### src/hw/wet_pkg.sv
// constants, types and register map of the waveform engine trigger registers
package wet_pkg;
  localparam int ADDR_W = 18;
  // register indices; byte address is four times the index
  localparam logic [15:0] IDX_EP2_STOP = 16'he6d3;
  localparam logic [15:0] IDX_EP2_TRIG = 16'he6d4;
  localparam logic [15:0] IDX_EP4_STOP = 16'he6db;
  localparam logic [15:0] IDX_EP4_TRIG = 16'he6dc;
  localparam logic [15:0] IDX_EP6_STOP = 16'he6e3;
  localparam logic [15:0] IDX_EP6_TRIG = 16'he6e4;
  localparam logic [15:0] IDX_EP8_STOP = 16'he6eb;
  localparam logic [15:0] IDX_EP8_TRIG = 16'he6ec;
  localparam logic [15:0] IDX_SGL_HIGH = 16'he6f0;
  localparam logic [15:0] IDX_SGL_LOW_TRIG = 16'he6f1;
  localparam logic [15:0] IDX_SGL_LOW_PASSIVE = 16'he6f2;
  localparam logic [15:0] IDX_READY_CFG = 16'he6f3;
  localparam logic [15:0] IDX_FLAG_SELECT = 16'he6f4;
  // field positions
  localparam int STOP_ON_FLAG_BIT = 0;
  localparam int FIRMWARE_READY_BIT = 7;
  localparam int SAMPLING_MODE_BIT = 6;
  localparam int COUNT_EXPIRY_BIT = 5;
  localparam int READY_PIN_5 = 5;
  // reset values
  localparam logic [7:0] STOP_RESET = 8'h00;
  localparam logic [7:0] READY_CFG_RESET = 8'h00;
  localparam logic [7:0] FLAG_SELECT_RESET = 8'h00;
  localparam logic [7:0] TRIGGER_VALUE = 8'hff;
  // flag select and bus response encodings
  localparam logic [1:0] FLAG_PROG = 2'b00;
  localparam logic [1:0] FLAG_EMPTY = 2'b01;
  localparam logic [1:0] FLAG_FULL = 2'b10;
  localparam logic [1:0] RESP_OKAY = 2'b00;
  localparam logic [1:0] RESP_SLVERR = 2'b10;

  typedef enum logic [3:0] {
    WET_SEL_NONE = 4'b0000,
    WET_SEL_STOP = 4'b0001,
    WET_SEL_TRIG = 4'b0010,
    WET_SEL_SGL_HIGH = 4'b0011,
    WET_SEL_SGL_LOW_TRIG = 4'b0100,
    WET_SEL_SGL_LOW_PASSIVE = 4'b0101,
    WET_SEL_READY_CFG = 4'b0110,
    WET_SEL_FLAG_SELECT = 4'b0111
  } wet_sel_t;

  typedef struct packed {
    logic awvalid;
    logic [ADDR_W-1:0] awaddr;
    logic wvalid;
    logic [31:0] wdata;
    logic [3:0] wstrb;
    logic bready;
    logic arvalid;
    logic [ADDR_W-1:0] araddr;
    logic rready;
  } wet_axil_req_t;

  typedef struct packed {
    logic awready;
    logic wready;
    logic bvalid;
    logic [1:0] bresp;
    logic arready;
    logic rvalid;
    logic [31:0] rdata;
    logic [1:0] rresp;
  } wet_axil_rsp_t;

  // per endpoint fifo flags from the endpoint buffers
  typedef struct packed {
    logic prog;
    logic empty;
    logic full;
  } wet_flags_t;

  // commands to the waveform engine
  typedef struct packed {
    logic fifo_start;
    logic fifo_write;
    logic [1:0] fifo_ep;
    logic single_start;
    logic single_write;
    logic [15:0] single_data;
  } wet_cmd_t;
endpackage : wet_pkg

### src/hw/wet_ep_stop.sv
// per endpoint flag selection and end-of-transaction condition
`timescale 1ns/1ps
module wet_ep_stop
  import wet_pkg::*;
(
  // configuration
  input wire logic stop_on_flag,
  input wire logic [1:0] flag_select_field,
  // status
  input wire wet_pkg::wet_flags_t flags,
  input wire logic tc_expired,
  // result
  output logic selected_flag,
  output logic stop_hit
);
  always_comb begin
    case (flag_select_field)
      FLAG_PROG: selected_flag = flags.prog;
      FLAG_EMPTY: selected_flag = flags.empty;
      FLAG_FULL: selected_flag = flags.full;
      default: selected_flag = 1'b0;
    endcase
    stop_hit = stop_on_flag ? selected_flag : tc_expired;
  end
endmodule : wet_ep_stop

### src/hw/wet_ready_in.sv
// ready input conditioning for the waveform engine
`timescale 1ns/1ps
module wet_ready_in
  import wet_pkg::*;
(
  // clock and reset
  input wire logic aclk,
  input wire logic aresetn,
  // pins and sources
  input wire logic [5:0] ready_pins,
  input wire logic tc_expired,
  // configuration
  input wire logic firmware_ready,
  input wire logic ready_sampling_mode,
  input wire logic count_expiry_as_ready,
  // results
  output logic [5:0] ready_status,
  output logic [6:0] engine_ready
);
  logic [5:0] sample_reg;
  logic [5:0] sample_next;
  logic [5:0] pin_view;

  always_comb begin
    sample_next = ready_pins;
    pin_view = ready_sampling_mode ? sample_reg : ready_pins;
    engine_ready = {firmware_ready, pin_view};
    if (count_expiry_as_ready) begin
      engine_ready[READY_PIN_5] = tc_expired;
    end
  end

  always_ff @(posedge aclk) begin
    if (!aresetn) begin
      sample_reg <= 6'h00;
    end else begin
      sample_reg <= sample_next;
    end
  end

  assign ready_status = sample_reg;
endmodule : wet_ready_in

### src/hw/wet_trigger_regs.sv
// axi4-lite register bank that steers and triggers the waveform engine
//
// The AXI4-Lite register port was left to the implementer.
`timescale 1ns/1ps
// Function
// - with stop-on-flag set, the engine is told to finish as soon as the endpoint's chosen flag rises.
// - with stop-on-flag clear, the engine finishes only when the transaction count expires.
// - writing 0xFF to an endpoint trigger register starts a fifo write transaction from that endpoint.
// - reading an endpoint trigger register starts a fifo read transaction into that endpoint.
// - the single-data high register holds the upper byte driven to or captured from the upper pins.
// - any read, or any write with the low byte lane, of the triggering low register moves the low byte and launches one single transaction.
// - the passive low register returns the low byte without launching anything.
// - the firmware-ready bit is a seventh ready input to the engine, above the six ready pins.
// - with count-expiry-as-ready set, count expiry replaces ready pin 5.
// - each endpoint's two-bit flag select routes exactly one flag: programmable, empty, full, none.
// - the ready pins are sampled on every rising clock edge; with sampling mode set the samples feed the engine, otherwise the live pins do.
module wet_trigger_regs
  import wet_pkg::*;
(
  // clock and reset
  input wire logic aclk,
  input wire logic aresetn,
  // register bus
  input wire wet_pkg::wet_axil_req_t axil_req,
  output wet_pkg::wet_axil_rsp_t axil_rsp,
  // endpoint fifo flags, index 0..3 for endpoints 2, 4, 6, 8
  input wire wet_pkg::wet_flags_t [3:0] ep_flags,
  // engine status
  input wire logic tc_expired,
  input wire logic engine_done,
  input wire logic single_capture_valid,
  input wire logic [15:0] single_capture_data,
  // ready pins
  input wire logic [5:0] ready_pins,
  // engine control
  output wet_pkg::wet_cmd_t engine_cmd,
  output logic engine_stop,
  output logic [6:0] engine_ready,
  output logic [5:0] ready_status
);
  // write and read channel state of the register bus
  logic aw_held_reg, aw_held_next;
  logic [15:0] aw_idx_reg, aw_idx_next;
  logic w_held_reg, w_held_next;
  logic [7:0] w_data_reg, w_data_next;
  logic w_lane_reg, w_lane_next;
  logic bvalid_reg, bvalid_next;
  logic [1:0] bresp_reg, bresp_next;
  logic rvalid_reg, rvalid_next;
  logic [7:0] rdata_reg, rdata_next;
  logic [1:0] rresp_reg, rresp_next;
  // software visible configuration
  logic [3:0] stop_reg, stop_next;
  logic [7:0] flag_sel_reg, flag_sel_next;
  logic [2:0] ready_cfg_reg, ready_cfg_next;
  // single transfer data and the running fifo transaction
  logic [15:0] single_data_reg, single_data_next;
  logic [1:0] active_ep_reg, active_ep_next;
  logic fifo_active_reg, fifo_active_next;
  wet_cmd_t cmd_reg, cmd_next;
  // decode of the held write and the live read
  logic [3:0] stop_hit;
  logic do_wr, do_rd;
  wet_sel_t wr_sel, rd_sel;
  logic [1:0] wr_ep, rd_ep;
  logic [15:0] rd_idx;

  // map an index to a register kind and endpoint
  function automatic wet_sel_t decode(input logic [15:0] idx);
    case (idx)
      IDX_EP2_STOP, IDX_EP4_STOP, IDX_EP6_STOP, IDX_EP8_STOP: decode = WET_SEL_STOP;
      IDX_EP2_TRIG, IDX_EP4_TRIG, IDX_EP6_TRIG, IDX_EP8_TRIG: decode = WET_SEL_TRIG;
      IDX_SGL_HIGH: decode = WET_SEL_SGL_HIGH;
      IDX_SGL_LOW_TRIG: decode = WET_SEL_SGL_LOW_TRIG;
      IDX_SGL_LOW_PASSIVE: decode = WET_SEL_SGL_LOW_PASSIVE;
      IDX_READY_CFG: decode = WET_SEL_READY_CFG;
      IDX_FLAG_SELECT: decode = WET_SEL_FLAG_SELECT;
      default: decode = WET_SEL_NONE;
    endcase
  endfunction : decode

  // endpoint index of a stop or trigger register, 0..3 for endpoints 2, 4, 6, 8
  function automatic logic [1:0] ep_of(input logic [15:0] idx);
    case (idx)
      IDX_EP4_STOP, IDX_EP4_TRIG: ep_of = 2'h1;
      IDX_EP6_STOP, IDX_EP6_TRIG: ep_of = 2'h2;
      IDX_EP8_STOP, IDX_EP8_TRIG: ep_of = 2'h3;
      default: ep_of = 2'h0;
    endcase
  endfunction : ep_of

  // one flag selector and stop condition per endpoint
  genvar g;
  generate
    for (g = 0; g < 4; g++) begin : gen_ep
      wet_ep_stop u_stop (
        .stop_on_flag(stop_reg[g]),
        .flag_select_field(flag_sel_reg[2*g +: 2]),
        .flags(ep_flags[g]),
        .tc_expired(tc_expired),
        .selected_flag(),
        .stop_hit(stop_hit[g])
      );
    end
  endgenerate

  // ready inputs as the engine sees them
  wet_ready_in u_ready (
    .aclk(aclk),
    .aresetn(aresetn),
    .ready_pins(ready_pins),
    .tc_expired(tc_expired),
    .firmware_ready(ready_cfg_reg[2]),
    .ready_sampling_mode(ready_cfg_reg[1]),
    .count_expiry_as_ready(ready_cfg_reg[0]),
    .ready_status(ready_status),
    .engine_ready(engine_ready)
  );

  assign do_wr = aw_held_reg && w_held_reg && !bvalid_reg;
  // reads wait while a write is being applied, so two starts never meet
  assign do_rd = axil_req.arvalid && !rvalid_reg && !do_wr;
  assign rd_idx = axil_req.araddr[ADDR_W-1:2];
  assign wr_sel = decode(aw_idx_reg);
  assign rd_sel = decode(rd_idx);
  assign wr_ep = ep_of(aw_idx_reg);
  assign rd_ep = ep_of(rd_idx);

  always_comb begin
    aw_held_next = aw_held_reg;
    aw_idx_next = aw_idx_reg;
    w_held_next = w_held_reg;
    w_data_next = w_data_reg;
    w_lane_next = w_lane_reg;
    bvalid_next = bvalid_reg;
    bresp_next = bresp_reg;
    rvalid_next = rvalid_reg;
    rdata_next = rdata_reg;
    rresp_next = rresp_reg;
    stop_next = stop_reg;
    flag_sel_next = flag_sel_reg;
    ready_cfg_next = ready_cfg_reg;
    single_data_next = single_data_reg;
    active_ep_next = active_ep_reg;
    fifo_active_next = fifo_active_reg;
    cmd_next = cmd_reg;
    cmd_next.fifo_start = 1'b0;
    cmd_next.single_start = 1'b0;
    // write address and data are taken independently
    if (axil_req.awvalid && !aw_held_reg && !bvalid_reg) begin
      aw_held_next = 1'b1;
      aw_idx_next = axil_req.awaddr[ADDR_W-1:2];
    end
    if (axil_req.wvalid && !w_held_reg && !bvalid_reg) begin
      w_held_next = 1'b1;
      w_data_next = axil_req.wdata[7:0];
      w_lane_next = axil_req.wstrb[0];
    end
    if (bvalid_reg && axil_req.bready) begin
      bvalid_next = 1'b0;
    end
    if (rvalid_reg && axil_req.rready) begin
      rvalid_next = 1'b0;
    end
    // the engine ends the running fifo transaction; a new start below wins
    if (engine_done) begin
      fifo_active_next = 1'b0;
    end
    // engine capture of a single read; a register write below overrides the byte it writes
    if (single_capture_valid) begin
      single_data_next = single_capture_data;
    end
    if (do_wr) begin
      aw_held_next = 1'b0;
      w_held_next = 1'b0;
      bvalid_next = 1'b1;
      // unmapped indices answer with an error and change nothing
      bresp_next = (wr_sel == WET_SEL_NONE) ? RESP_SLVERR : RESP_OKAY;
      // a write without the low byte lane completes with no effect
      if (w_lane_reg) begin
        case (wr_sel)
          // only the stop-on-flag bit is stored; the rest read as zero
          WET_SEL_STOP: stop_next[wr_ep] = w_data_reg[STOP_ON_FLAG_BIT];
          WET_SEL_TRIG: begin
            // any other value is accepted and ignored
            if (w_data_reg == TRIGGER_VALUE) begin
              cmd_next.fifo_start = 1'b1;
              cmd_next.fifo_write = 1'b1;
              cmd_next.fifo_ep = wr_ep;
              active_ep_next = wr_ep;
              fifo_active_next = 1'b1;
            end
          end
          WET_SEL_SGL_HIGH: single_data_next[15:8] = w_data_reg;
          WET_SEL_SGL_LOW_TRIG: begin
            single_data_next[7:0] = w_data_reg;
            cmd_next.single_start = 1'b1;
            cmd_next.single_write = 1'b1;
          end
          WET_SEL_READY_CFG: begin
            ready_cfg_next = {w_data_reg[FIRMWARE_READY_BIT], w_data_reg[SAMPLING_MODE_BIT],
                              w_data_reg[COUNT_EXPIRY_BIT]};
          end
          WET_SEL_FLAG_SELECT: flag_sel_next = w_data_reg;
          default: ;
        endcase
      end
    end
    // a read is taken in one cycle and answered from the next edge
    if (do_rd) begin
      rvalid_next = 1'b1;
      rresp_next = (rd_sel == WET_SEL_NONE) ? RESP_SLVERR : RESP_OKAY;
      rdata_next = 8'h00;
      case (rd_sel)
        WET_SEL_STOP: rdata_next[STOP_ON_FLAG_BIT] = stop_reg[rd_ep];
        // a trigger read returns zero and starts a fifo read
        WET_SEL_TRIG: begin
          cmd_next.fifo_start = 1'b1;
          cmd_next.fifo_write = 1'b0;
          cmd_next.fifo_ep = rd_ep;
          active_ep_next = rd_ep;
          fifo_active_next = 1'b1;
        end
        WET_SEL_SGL_HIGH: rdata_next = single_data_reg[15:8];
        WET_SEL_SGL_LOW_TRIG: begin
          rdata_next = single_data_reg[7:0];
          cmd_next.single_start = 1'b1;
          cmd_next.single_write = 1'b0;
        end
        WET_SEL_SGL_LOW_PASSIVE: rdata_next = single_data_reg[7:0];
        WET_SEL_READY_CFG: begin
          rdata_next[FIRMWARE_READY_BIT] = ready_cfg_reg[2];
          rdata_next[SAMPLING_MODE_BIT] = ready_cfg_reg[1];
          rdata_next[COUNT_EXPIRY_BIT] = ready_cfg_reg[0];
        end
        WET_SEL_FLAG_SELECT: rdata_next = flag_sel_reg;
        default: ;
      endcase
    end
    // the engine sees the data as they stand after this cycle
    cmd_next.single_data = single_data_next;
  end

  // undocumented reset contents are cleared so nothing unknown reaches the engine
  always_ff @(posedge aclk) begin
    if (!aresetn) begin
      aw_held_reg <= 1'b0;
      aw_idx_reg <= 16'h0000;
      w_held_reg <= 1'b0;
      w_data_reg <= 8'h00;
      w_lane_reg <= 1'b0;
      bvalid_reg <= 1'b0;
      bresp_reg <= RESP_OKAY;
      rvalid_reg <= 1'b0;
      rdata_reg <= 8'h00;
      rresp_reg <= RESP_OKAY;
      stop_reg <= {STOP_RESET[STOP_ON_FLAG_BIT], STOP_RESET[STOP_ON_FLAG_BIT],
                   STOP_RESET[STOP_ON_FLAG_BIT], STOP_RESET[STOP_ON_FLAG_BIT]};
      flag_sel_reg <= FLAG_SELECT_RESET;
      ready_cfg_reg <= {READY_CFG_RESET[FIRMWARE_READY_BIT], READY_CFG_RESET[SAMPLING_MODE_BIT],
                        READY_CFG_RESET[COUNT_EXPIRY_BIT]};
      single_data_reg <= 16'h0000;
      active_ep_reg <= 2'h0;
      fifo_active_reg <= 1'b0;
      cmd_reg <= '0;
    end else begin
      aw_held_reg <= aw_held_next;
      aw_idx_reg <= aw_idx_next;
      w_held_reg <= w_held_next;
      w_data_reg <= w_data_next;
      w_lane_reg <= w_lane_next;
      bvalid_reg <= bvalid_next;
      bresp_reg <= bresp_next;
      rvalid_reg <= rvalid_next;
      rdata_reg <= rdata_next;
      rresp_reg <= rresp_next;
      stop_reg <= stop_next;
      flag_sel_reg <= flag_sel_next;
      ready_cfg_reg <= ready_cfg_next;
      single_data_reg <= single_data_next;
      active_ep_reg <= active_ep_next;
      fifo_active_reg <= fifo_active_next;
      cmd_reg <= cmd_next;
    end
  end

  // finish request for the running fifo transaction
  assign engine_stop = fifo_active_reg && stop_hit[active_ep_reg];
  assign engine_cmd = cmd_reg;

  // readies come from registers only, so no path runs from a valid to a ready
  always_comb begin
    axil_rsp.awready = !aw_held_reg && !bvalid_reg;
    axil_rsp.wready = !w_held_reg && !bvalid_reg;
    axil_rsp.bvalid = bvalid_reg;
    axil_rsp.bresp = bresp_reg;
    axil_rsp.arready = !rvalid_reg && !do_wr;
    axil_rsp.rvalid = rvalid_reg;
    axil_rsp.rdata = {24'h00_0000, rdata_reg};
    axil_rsp.rresp = rresp_reg;
  end
endmodule : wet_trigger_regs

### config.mk
export PLATFORM = sky130hd
export DESIGN_NAME = wet_trigger_regs
export DESIGN_NICKNAME = d
export VERILOG_FILES = /design/src/hw/wet_pkg.sv /design/src/hw/wet_ep_stop.sv /design/src/hw/wet_ready_in.sv /design/src/hw/wet_trigger_regs.sv
export SDC_FILE = /design/constraint.sdc
export NUM_CORES = 1
export LEC_CHECK = 0
export ABC_AREA = 0
export ABC_CLOCK_PERIOD_IN_PS = 3500
export BUFFER_PORTS_ARGS = -buffer_cell sky130_fd_sc_hd__buf_2
export CAP_MARGIN = 40
export CORE_UTILIZATION = 51
export DETAILED_ROUTE_END_ITERATION = 12
export PLACE_DENSITY = 0.84
export SETUP_SLACK_MARGIN = 0.1
export SLEW_MARGIN = 40
export SYNTH_ARGS = -nofsm -noshare
export SYNTH_HDL_FRONTEND = slang
export SYNTH_HIERARCHICAL = 1
export SYNTH_SLANG_ARGS = --single-unit
### constraint.sdc
create_clock -name aclk -period 3.5 [get_ports aclk]
set_input_delay 0.35 -clock aclk [delete_from_list [all_inputs] [get_ports aclk]]
set_output_delay 0.35 -clock aclk [all_outputs]
set_load 0.005 [all_outputs]
# Word-level counts from Yosys, hierarchy flattened
# Cells that the tools add are included.
op_classes:
  n_reduce_logical: 43
  bitwise: 1
  mux: 56
  magnitude_cmp: 4
  eq_ne: 48
op_table:
  columns: ["cell", "n"]
  rows:
  - ["$eq A16 B16 Y1 const B", 26]
  - ["$mux W16", 3]
  - ["$pmux W3 S7", 2]
  - ["$eq A4 B3 Y1 const B", 7]
  - ["$mux W6", 4]
  - ["$mux W2", 10]
  - ["$mux W1", 19]
  - ["$eq A4 B2 Y1 const B", 4]
  - ["$mux W8", 2]
  - ["$reduce_or A2 Y1", 8]
  - ["$reduce_or A4 Y1", 4]
  - ["$logic_and A1 B1 Y1", 15]
  - ["$mux W4", 3]
  - ["$pmux W1 S3", 4]
  - ["$pmux W2 S3", 2]
  - ["$pmux W3 S4", 1]
  - ["$pmux W4 S3", 1]
  - ["$lt A2 B3 Y1 const B", 3]
  - ["$reduce_and A3 Y1", 3]
  - ["$eq A2 B1 Y1 const B", 4]
  - ["$eq A2 B2 Y1 const B", 4]
  - ["$eq A4 B1 Y1 const B", 2]
  - ["$eq A8 B8 Y1 const B", 1]
  - ["$logic_not A2 Y1", 4]
  - ["other kinds (9)", 16]
word_totals:
  reg_bits: 87
  out_inout_bits: 77
  in_bits: 116

# Logic depth before layout (Yosys ltp)
# Gate-level depths: netlist (run 1).
depth:
  depth_word: 9
  mapped_depth: 6
  mapped_depth_nobuf: 5

# Cells and area by module
# Netlist (run 1), hierarchy kept.
modules_own_cells:
  columns: ["mod", "area_each_um2", "instances", "cells_per_inst"]
  rows:
  - ["wet_trigger_regs", 4002.6, 1, 450]
  - ["wet_ready_in", 270.3, 1, 22]
  - ["wet_ep_stop", 41.3, 4, 4]

# Least setup slack after synthesis (run 1)
# OpenSTA, ideal clock, no wires.
synth_timing:
  path_type: "input-to-reg"
  startpoint: "in axil_req[3] in the netlist's numbering"
  endpoint: "reg rdata_reg[6]"
  setup_ns: 0.126
  t_required_ns: 3.374
  slack_ns: 1.555
  path_buffers: 1
  stages: 6
  t_arrival_ns: 1.819
  path_cell_list: "buf_2 > or3_1 > nand2_1 > mux2_2 > a222oi_1 > o21ai_0"
synth_via:
  elab_chain_cells: 6
  elab_cells_between_ends: 23
synth_lines:
  columns: ["element", "line_no", "text"]
  rows:
  - ["start: declaration", "wet_trigger_regs.sv:24", "input wire wet_pkg::wet_axil_req_t axil_req,"]
  - ["$eq A16 B16 Y1", "wet_trigger_regs.sv:70", "case (idx)"]
  - ["$reduce_or A4 Y1", "wet_trigger_regs.sv:70", null]
  - ["$pmux W3 S7 *", "wet_trigger_regs.sv:70", null]
  - ["$eq A4 B3 Y1", "wet_trigger_regs.sv:214", "case (rd_sel)"]
  - ["$reduce_or A2 Y1 (no source line)", null, null]
  - ["$pmux W3 S4 *", "wet_trigger_regs.sv:214", null]
  - ["end signal: assignment", "wet_trigger_regs.sv:275", "rdata_reg <= rdata_next;"]
  - ["end: declaration", "wet_trigger_regs.sv:50", "logic [7:0] rdata_reg, rdata_next;"]
# Every way passes the cells marked *; elsewhere a longest branch is shown, timed or not.
# A chain may end at the register's enable or synchronous reset.

# Worst setup path after layout (run 1)
layout_timing:
  startpoint: "reg flag_sel_reg[1]"
  endpoint: "out engine_stop"
layout_via:
  elab_chain_cells: 6
  elab_cells_between_ends: 8
layout_lines:
  columns: ["element", "line_no", "text"]
  rows:
  - ["start: declaration", "wet_trigger_regs.sv:54", "logic [7:0] flag_sel_reg, flag_sel_next;"]
  - ["start signal: assignment", "wet_trigger_regs.sv:278", "flag_sel_reg <= flag_sel_next;"]
  - ["$eq A2 B2 Y1 (tied with other cells)", "wet_ep_stop.sv:17", "case (flag_select_field)"]
  - ["$pmux W1 S3 *", "wet_ep_stop.sv:17", null]
  - ["named net gen_ep[0].u_stop.selected_flag", "wet_ep_stop.sv:13", "output logic selected_flag,"]
  - ["$mux W1 *", "wet_ep_stop.sv:23", "stop_hit = stop_on_flag ? selected_flag : tc_expired;"]
  - ["named net stop_hit[0]", "wet_trigger_regs.sv:62", "logic [3:0] stop_hit;"]
  - ["$bmux W1 S2 *", "wet_trigger_regs.sv:288", "assign engine_stop = fifo_active_reg && stop_hit[active_ep_reg];"]
  - ["$mux W1 (not written as such) *", "wet_trigger_regs.sv:288", null]
  - ["$logic_and A1 B1 Y1 *", "wet_trigger_regs.sv:288", null]
  - ["end: declaration", "wet_trigger_regs.sv:37", "output logic engine_stop,"]
# The timed path passes the listed nets; every way through them passes the cells marked *. The select of a mux whose other input is x is not followed.

==> results of run 1 <==
[cell families after synthesis]
logic type                Yosys count
AOI/OAI and AO/OA                  89
xor gates and xnor gates            3
muxes                              65
and+or+nand+nor                   192
DFF                                85
other                               1
buffers and inverters              53
[how the worst max path moves through the flow]
stage	endpoint	slack, ns	from
final	engine_stop	1.01	flag_sel_reg[1]
after detailed placement	rdata_reg[6]	1.35	axil_req[5]
after global routing	engine_stop	0.91	flag_sel_reg[5]
after CTS	engine_stop	1.00	flag_sel_reg[1]
after floorplan	rdata_reg[6]	1.56	axil_req[3]
after global placement	rdata_reg[6]	1.37	axil_req[5]
[synthesized netlist by cell type, drive strengths merged, types with 2 or more instances]
| cell | n | area share |
|---|---|---|
| nor2b | 13 | 0.018 |
| clkbuf | 17 | 0.014 |
| o311ai | 3 | 0.0059 |
| and3b | 2 | 0.0039 |
| mux2 | 32 | 0.089 |
| nor3b | 3 | 0.0051 |
| a222oi | 3 | 0.0068 |
| a31oi | 3 | 0.0042 |
| xor2 | 2 | 0.0039 |
| nor3 | 3 | 0.0034 |
| o21a | 4 | 0.0068 |
| a21oi | 11 | 0.012 |
| nor2 | 18 | 0.015 |
| dfxtp | 85 | 0.38 |
| nand3b | 9 | 0.018 |
| inv | 3 | 0.0025 |
| nand2b | 4 | 0.0056 |
| nand3 | 7 | 0.0079 |
| buf | 33 | 0.055 |
| a21boi | 29 | 0.049 |
| and4b | 2 | 0.0045 |
| nand4b | 4 | 0.0079 |
| mux2i | 32 | 0.072 |
| o21ai | 20 | 0.027 |
| and2 | 15 | 0.021 |
| nand2 | 94 | 0.081 |
| o41ai | 4 | 0.0096 |
| and3 | 3 | 0.0042 |
| nand4 | 8 | 0.014 |
| a22oi | 4 | 0.0068 |
[per-stage QoR]
step / util / hold WS (ns) / setup slack [ns] / cell area [um^2] / std cells
3_3_place_gp: 0.608 / 0.437 / 1.37 / 5050 / 705
6_report: 0.633 / 0.208 / 1.01 / 5250 / 721
2_1_floorplan: - / 0.438 / 1.56 / 4530 / 513
4_1_cts: 0.633 / 0.201 / 1.00 / 5250 / 721
3_5_place_dp: 0.608 / 0.441 / 1.35 / 5050 / 705
5_1_grt: 0.633 / 0.189 / 0.914 / 5250 / 721
[worst max-delay path, stage by stage, from the launching register on]
cell	delay [ns]
dfxtp_1	0.45
mux2i_1	0.25
o21ai_2	0.07
mux2_4	0.25
mux4_2	0.46
and2_1	0.17
buf_2	0.12
[layout by cell type (no fill, tap or decap), types with 2 or more instances in the layout]
master    netlist  routed
nand3_1         7       7
buf_2           3     135
a21boi_0       28      28
a222oi_1        3       3
nor3_1          3       3
inv_1           3       3
mux2_4          9       9
nand2_2         2       2
inv_6           0       3
nand2b_1        4       4
and3_1          3       3
nand4b_1        4       4
a21oi_1        11      11
and4b_1         2       2
nor3b_1         3       3
nand4_2         2       2
a31oi_1         3       3
o311ai_0        3       3
dfxtp_1        85      85
clkbuf_8        0       9
clkinv_4        0       2
o41ai_1         3       3
o21a_1          4       4
nand2_1        92      92
mux2_2         23      23
and3b_1         2       2
o21ai_2         5       5
a22oi_1         4       4
buf_4          29       2
and2_1         14      14
xor2_1          2       2
o21ai_0        14      14
nor2b_1        13      13
mux2i_1        32      32
nand4_1         6       6
conb_1          1      26
nand3b_1        8       8
nor2_1         18      18
[area by class of cell]
class                      count  area [um^2]
timing repair buffer         137          691
tap                          105          131
fill                         717         3050
multi-input combinational    375         2510
clock inverter                 7         81.3
sequential                    85         1700
clock buffer                   9          124
inverter                       3         11.3
[routing by layer]
metal  GRT usage  vias to the layer above  part of all wire
met5           0                        -                 0
met4      0.0972                        0             0.024
met3      0.0423                       27             0.065
met2       0.418                      169              0.49
met1       0.298                     1842              0.42
li1            -                     1917                 -
[power by group through the flow]
stage / clock, mW / combinational, mW / sequential (mW)
after floorplan: 0 / 0.187 / 1.06
after global placement: 0 / 0.267 / 1.07
after detailed placement: 0 / 0.276 / 1.07
after CTS: 0.725 / 0.279 / 1.05
after global routing: 0.774 / 0.313 / 1.06
final: 0.717 / 0.280 / 1.05
==> results_dict.tcl, run 1 <==
set metrics [dict create \
    run_status "complete, no violations" \
    pwr-share-seq 0.513 \
    combPwrFrac 0.137 \
    worstMarginPinSlew_ns 0.754 \
    r2r_end "active_ep_reg[1]" \
    post_cts_buffers 0 \
    ir_worst_vdd_mv 0.233 \
    drive_gt1_frac 0.326 \
    crit_path_max_fanout 4 \
    die_w_um 95.3 \
    synth_top_family_by_area "simple AND/OR/NAND/NOR gates" \
    drtAntennaViolNets 0 \
    startpoint_type "flop" \
    antenna_found_initial 0 \
    synth-compound-area-share 0.144 \
    clk_latency_ns 0.36 \
    reg2reg_depth 5 \
    dr.pass1.iters 4 \
    critPathArrivalTime_ns 2.14 \
    grt.total_usage 0.243 \
    grt_remaining_overflow 0 \
    ys_seq_area_frac 0.383 \
    switchingPower_uw 562 \
    gp_congestion 0.869 \
    intPower_mw 1.48 \
    pwr-share-clk 0.350 \
    drc 0 \
    synth_edf_count 0 \
    syn-cell-area_um2 4440 \
    clock_skew_ns 0.0168 \
    clk_pin_slew_ns 0.10 \
    hpwl_um 8180 \
    min-delay-start "ready_pins[2]" \
    period_minus_slack_ns 2.49 \
    htreeDepth 3 \
    start_util 0.535 \
    synth_top_flop_cell "dfxtp_1" \
    port_buffers 135 \
    nets 727 \
    drtIter0Drc 225 \
    setup_tns_ns 0 \
    leakage_nw 2.45 \
    power_density_nw_per_um2 390 \
    grt_max_degree 48 \
    largest_reg_flops 22 \
    rrSetupSlack_ns 1.43 \
    ys_async_sr_fraction 0 \
    first_global_vias 3569 \
    finalMaxSlewViolations 0 \
    fmax_mhz 402 \
    clockBufferDepth 2 \
    finalHoldViolCount 0 \
    hold_path_class "input pin to flop" \
    synth_xor_area_frac 0.00592 \
    synth_fa_ha_area_frac 0 \
    cp-end-kind "output pin" \
    max_slew_margin 0.493 \
    synth-seq-cells 85 \
    coreArea_um2 8300 \
    cts_tree "yes" \
    vias 3955 \
    die_area_um2 9080 \
    synth_simple_gate_area_frac 0.228 \
    n_antenna_cell 0 \
    synth.avg_cell_area_um2 9.09 \
    yosys_warnings 6 \
    worstSetupPathType "flop to output pin" \
    die_h_um 95.3 \
    whs_path_depth 2 \
    ctsRootBufferMaster "clkbuf_8" \
    cts_buffers 9 \
    netSwitchingFraction 0.275 \
    post_cts_resized 0 \
    synth_cell_types 59 \
    row_count 33 \
    drt-total-wl_um 10800 \
    r2r-start "bvalid_reg" \
    setup_violations 0 \
    ctsHoldBuffers 0 \
    period_share 0.711 \
    holdPathEnd "u_ready/ready_status[2]" \
    cts_sinks 85 \
    wl_per_cell_um 15.0 \
    synthCells 488 \
    power_mw 2.05 \
    grt_first_pass_wirelength_um 16800 \
    critPathRequiredTime_ns 3.15 \
    viasPerCell 5.49 \
    synthMuxAreaShare 0.166 \
    ios 193 \
    syn_to_final_growth_pct 18.3 \
    drv_cap 0 \
    rsz0062_at_grt "false" \
]
No activity file was read; power rests on OpenSTA's default activity.
==> inputs of run 2 (changes only) <==
ABC_AREA = 1   (was 0)
ABC_CLOCK_PERIOD_IN_PS = 2600   (was 3500)
CORE_UTILIZATION = 50   (was 51)
PLACE_DENSITY = 0.8   (was 0.84)
clock period = 2.6 ns   (was 3.5 ns; I/O delays follow)
==> run 2 against run 1 <==
Compared with the run above:
- wire length rose by 27%
- via count rose by 40%
- first-iteration DRC count rose by 69%
- sequential cell count did not move
- register-to-register slack got worse by 0.58 ns
- final cell count rose by 50%
- die area rose by 21%
- clock-buffer cell count rose by 1
- clock skew fell by 0.0067 ns
- critical endpoint unchanged
==> results_dict.tcl, run 2 <==
set metrics [dict create \
    drv_cap 0 \
    final_area_um2 6120 \
    first_global_vias 4925 \
    period_minus_slack_ns 1.83 \
    leakage_nw 3.05 \
    combPwrFrac 0.175 \
    grt_remaining_overflow 0 \
    synthCells 814 \
    clockBufferDepth 2 \
    pwr-share-clk 0.331 \
    setup_violations 0 \
    clock_skew_ns 0.0101 \
    switchingPower_uw 865 \
    grt_max_degree 43 \
    fmax_mhz 547 \
    fin_util 0.595 \
    n_antenna_cell 0 \
    antenna_found_initial 0 \
    mostFrequentLayoutCell "nand2_1" \
    grt.total_usage 0.254 \
    wl_met1_um 6310 \
    synth_top_cell_by_area "dfxtp_1" \
    run_status "complete, no violations" \
    yosys_warnings 6 \
    worstSetupPathType "flop to output pin" \
    drc 0 \
    seq_area_um2 1700 \
    r2r-start "bvalid_reg" \
    rsz0062_at_grt "false" \
    finalMaxSlewViolations 0 \
    synth.avg_cell_area_um2 6.48 \
    post_cts_buffers 0 \
    hpwl_um 10200 \
    yosysMostFrequentCell "nand2_1" \
    crit_path_max_fanout 4 \
    fin_cells 1079 \
    ctsRootBufferMaster "clkbuf_8" \
    ys_async_sr_fraction 0 \
    cts_sinks 85 \
    row_count 37 \
    synth_cell_types 37 \
    critPathArrivalTime_ns 1.57 \
    wl_per_cell_um 12.7 \
    die_w_um 105 \
    synth-seq-cells 85 \
    synth_top_flop_cell "dfxtp_1" \
    dr.pass1.iters 5 \
    intPower_mw 2.05 \
    critPathRequiredTime_ns 2.34 \
    power_density_nw_per_um2 476 \
    startpoint_type "flop" \
    drive_gt1_frac 0.242 \
    netSwitchingFraction 0.297 \
    syn-cell-area_um2 5270 \
    vias 5520 \
    dr_wl_met3_um 1090 \
    ir_worst_vdd_mv 0.359 \
    gp_congestion 0.885 \
    coreArea_um2 10300 \
    whs_ns 0.101 \
    largest_reg_flops 22 \
    max_slew_margin 0.615 \
    hold_path_class "input pin to flop" \
    htreeDepth 3 \
    ctsHoldBuffers 0 \
    setup_tns_ns 0 \
    pwr-share-seq 0.494 \
    ys_top_cells_by_area "dfxtp_1 32%, nand2_1 19%, inv_1 6.1%, nand3_1 5.8%, a21oi_1 5.7%" \
    drtAntennaViolNets 0 \
    die_h_um 105 \
    clk_latency_ns 0.35 \
    place_area_um2 5910 \
    dp_slack_ns 0.774 \
    synth_top_area_frac 0.323 \
    clk_pin_slew_ns 0.09 \
    yosys-top-cells-count "265 x nand2_1, 86 x inv_1, 85 x dfxtp_1" \
    die_area_um2 11000 \
    route.met2.wl_um 6000 \
    setup.worst_path.start "flag_sel_reg[1]" \
    post_cts_resized 0 \
    cts_tree "yes" \
    ys_seq_area_frac 0.323 \
    cts_buffers 9 \
    fillers 1033 \
    port_buffers 135 \
    nets 1054 \
    period_share 0.703 \
    power_mw 2.91 \
    min-delay-start "ready_pins[4]" \
    multi_input_area_um2 2950 \
    start_util 0.513 \
    drtIter0Drc 381 \
    fin_ws_ns 0.771 \
    dp_cells 1063 \
    grt_first_pass_wirelength_um 22800 \
    ios 193 \
    worstMarginPinSlew_ns 0.576 \
    syn_to_final_growth_pct 16.0 \
    viasPerCell 5.12 \
    finalHoldViolCount 0 \
    final_cell_mix "265 x nand2_1, 135 x buf_2, 86 x inv_1" \
    top_layer "met4" \
    cp-end-kind "output pin" \
    synth_edf_count 0 \
    drt-total-wl_um 13700 \
]
run 2: cell types whose count changed in the layout (fill, tap and decap cells not counted), moves of 13 or more:
cell / previous run / this run
nand2_1: 92 / 265
inv_1: 3 / 86
nand3_1: 7 / 61
a21oi_1: 11 / 60
mux2i_1: 32 / 0
nor2_1: 18 / 48
a21boi_0: 28 / 0
o21ai_0: 14 / 42
and2_1: 14 / 0
nor2b_1: 13 / 0
run 2: final cells by class:
class                      count  share of cell area
multi-input combinational    604               0.483
clock inverter                 6              0.0115
clock buffer                  10              0.0225
tap                          136              0.0278
inverter                      98              0.0604
sequential                    85               0.278
timing repair buffer         140               0.117
run 2: final timing paths:
path                                                 to  slack [ns]  cells past startpoint
worst max register to register           engine_cmd[16]        0.85                      9
worst max-delay path                        engine_stop        0.77                     10
worst min-delay path            u_ready/ready_status[4]        0.10                      3
worst min register to register           engine_cmd[20]        0.46                      2
run 2: logic make-up (layout without fill, tap and decap cells):
group           after synthesis  count (layout)  share of synthesized area
compound gates              133             133                      0.140
buf+inv                     150             254                      0.135
flops                        85              85                      0.323
mux                          14              14                     0.0299
other cells                   1              26                   0.000711
simple gates                431             431                      0.372
run 2: power by group through the flow:
stage | Combinational [mW] | Sequential [mW] | Clock (mW)
finish | 0.510 | 1.44 | 0.964
global route | 0.581 | 1.45 | 1.04
CTS | 0.508 | 1.44 | 0.986
detailed placement | 0.505 | 1.47 | 0
global placement | 0.497 | 1.47 | 0
floorplan | 0.360 | 1.45 | 0
run 2: routing by layer:
layer | vias up | GRT usage
met5 | - | 0
met4 | 0 | 0.0966
li1 | 2808 | -
met2 | 231 | 0.403
met3 | 23 | 0.0449
met1 | 2458 | 0.343
run 2: critical path: stages (launching register included):
cell,delay [ns]
dfxtp_1,0.36
inv_1,0.11
nand3_1,0.09
nand3_2,0.09
nand2_1,0.05
nand2_1,0.05
nor2_1,0.03
nor2_1,0.08
o21ai_0,0.09
a21oi_1,0.14
buf_2,0.12
==> inputs of run 3 (changes only) <==
ABC_CLOCK_PERIOD_IN_PS = 1800   (was 2600)
clock period = 1.8 ns   (was 2.6 ns; I/O delays follow)
==> run 3 against run 2 <==
Compared with the run above:
- the run now ends with negative hold slack left
- first-iteration DRC count up 24%
- combinational power increased by 54%
- final cell count rose by 2.0%
- sequential cell count stayed put
- sequential power increased by 44%
- setup slack lost 0.66 ns
- global-route usage shrank 0.31 points
- largest cell class unchanged
- largest power group unchanged
- highest routed layer unchanged
==> results_dict.tcl, run 3 (synthesized netlist as in run 2, its figures left out) <==
set metrics [dict create \
    final_area_um2 6460 \
    ctsRootBufferMaster "clkbuf_8" \
    die_h_um 105 \
    n_antenna_cell 0 \
    first_global_vias 4773 \
    vias 5592 \
    cts_buffers 9 \
    cpMostUsedCell "nand2_1" \
    cts_sinks 85 \
    drive_gt1_frac 0.283 \
    whs_ns -0.000465 \
    worstSetupPathType "flop to output pin" \
    viasPerCell 5.08 \
    clk_latency_ns 0.36 \
    critPathBufInv 2 \
    wl_per_cell_um 13.1 \
    place_area_um2 5980 \
    critPathSlowestCell "dfxtp_1" \
    ir_worst_vdd_mv 0.396 \
    crit_path_max_fanout 4 \
    drtAntennaViolNets 0 \
    largest_reg_flops 22 \
    fin_cells 1101 \
    critPathMaxStageDelay_ns 0.39 \
    hpwl_um 10400 \
    fillers 975 \
    run_status "complete, but fails checks" \
    syn_to_final_growth_pct 22.4 \
    path_cells "inv_1, nand3_1, nand3_2, nand2_1, nand2_1, o21a_1, o21ai_0, a21oi_1, buf_2" \
    seq_area_um2 1710 \
    clock_skew_ns 0.0161 \
    period_minus_slack_ns 1.69 \
    worstMarginPinSlew_ns 0.545 \
    violations "negative hold slack" \
    htreeDepth 3 \
    drtIter0Drc 471 \
    fmax_mhz 593 \
    max_slew_margin 0.636 \
    rsz0062_at_grt "true" \
    finalMaxSlewViolations 0 \
    clk_pin_slew_ns 0.09 \
    ctsHoldBuffers 0 \
    row_count 37 \
    finalHoldViolCount 1 \
    antenna_found_initial 0 \
    cp_top_family "flip-flops" \
    dr.pass1.iters 5 \
    power_density_nw_per_um2 685 \
    hold_path_class "input pin to flop" \
    power_mw 4.42 \
    cts_tree "yes" \
    die_area_um2 11000 \
    die_w_um 105 \
    gp_congestion 0.910 \
    drt-total-wl_um 14400 \
    drv_cap 0 \
    critPathArrivalTime_ns 1.51 \
    grt_remaining_overflow 0 \
    startpoint_type "flop" \
    port_buffers 135 \
    setup_violations 0 \
    cp-end-kind "output pin" \
    clockBufferDepth 2 \
    drc 0 \
    mostFrequentLayoutCell "nand2_1" \
    ios 193 \
    dp_cells 1073 \
    nets 1076 \
    final_cell_mix "260 x nand2_1, 135 x buf_2, 82 x inv_1" \
    grt.total_usage 0.251 \
    leakage_nw 3.20 \
    grt_first_pass_wirelength_um 22400 \
    period_share 0.937 \
    start_util 0.513 \
    grt_max_degree 31 \
    critPathRequiredTime_ns 1.62 \
    multi_input_area_um2 3070 \
    coreArea_um2 10300 \
]
[run 3: through the flow]
step | setup TNS [ns] | utilization | setup WS [ns]
floorplan | 0 | - | 0.371
global placement | 0 | 0.582 | 0.193
detailed placement | 0 | 0.582 | 0.188
CTS | 0 | 0.605 | 0.106
global route | -0.00602 | 0.628 | -0.00602
finish | 0 | 0.628 | 0.114
[run 3: repair_timing]
item,4_1_cts,5_1_grt
setup endpoints to repair,1,37
gates cloned,0,3
gates resized for setup,3,35
setup buffers,0,9
pin swaps,0,18
[run 3: final timing paths]
path | from | endpoint | slack [ns] | cells past startpoint
worst max-delay path | flag_sel_reg[5] | engine_stop | 0.11 | 9
worst min-delay path | ready_pins[0] | u_ready/ready_status[0] | -0.0005 | 3
worst max register to register | aw_idx_reg[13] | engine_cmd[16] | 0.16 | 14
worst min register to register | engine_cmd[20] | engine_cmd[20] | 0.45 | 2
[run 3: layout make-up]
type	count	area share
sequential	85	0.265
multi-input combinational	606	0.476
timing repair buffer	160	0.140
clock inverter	6	0.0145
tap	136	0.0264
inverter	98	0.0572
clock buffer	10	0.0213
[run 3: per-layer routing]
layer | up-vias | GRT usage | routed length, um
met5 | - | 0 | 0
met4 | 0 | 0.0875 | 391
met3 | 33 | 0.0430 | 1060
met2 | 236 | 0.391 | 6380
met1 | 2467 | 0.348 | 6550
li1 | 2856 | - | -
[run 3: worst min-delay path, delay by kind of cell]
family | cells | cell delay, ns
buffers and inverters | 2 | 0.13
and+or+nand+nor | 1 | 0.04
[run 3: power by group]
| part | internal (mW) | leakage [nW] | switching, mW |
|---|---|---|---|
| logic | 0.303 | 2.38 | 0.482 |
| registers | 1.98 | 0.700 | 0.0923 |
| clock network | 0.834 | 0.119 | 0.729 |
| total | 3.12 | 3.20 | 1.30 |
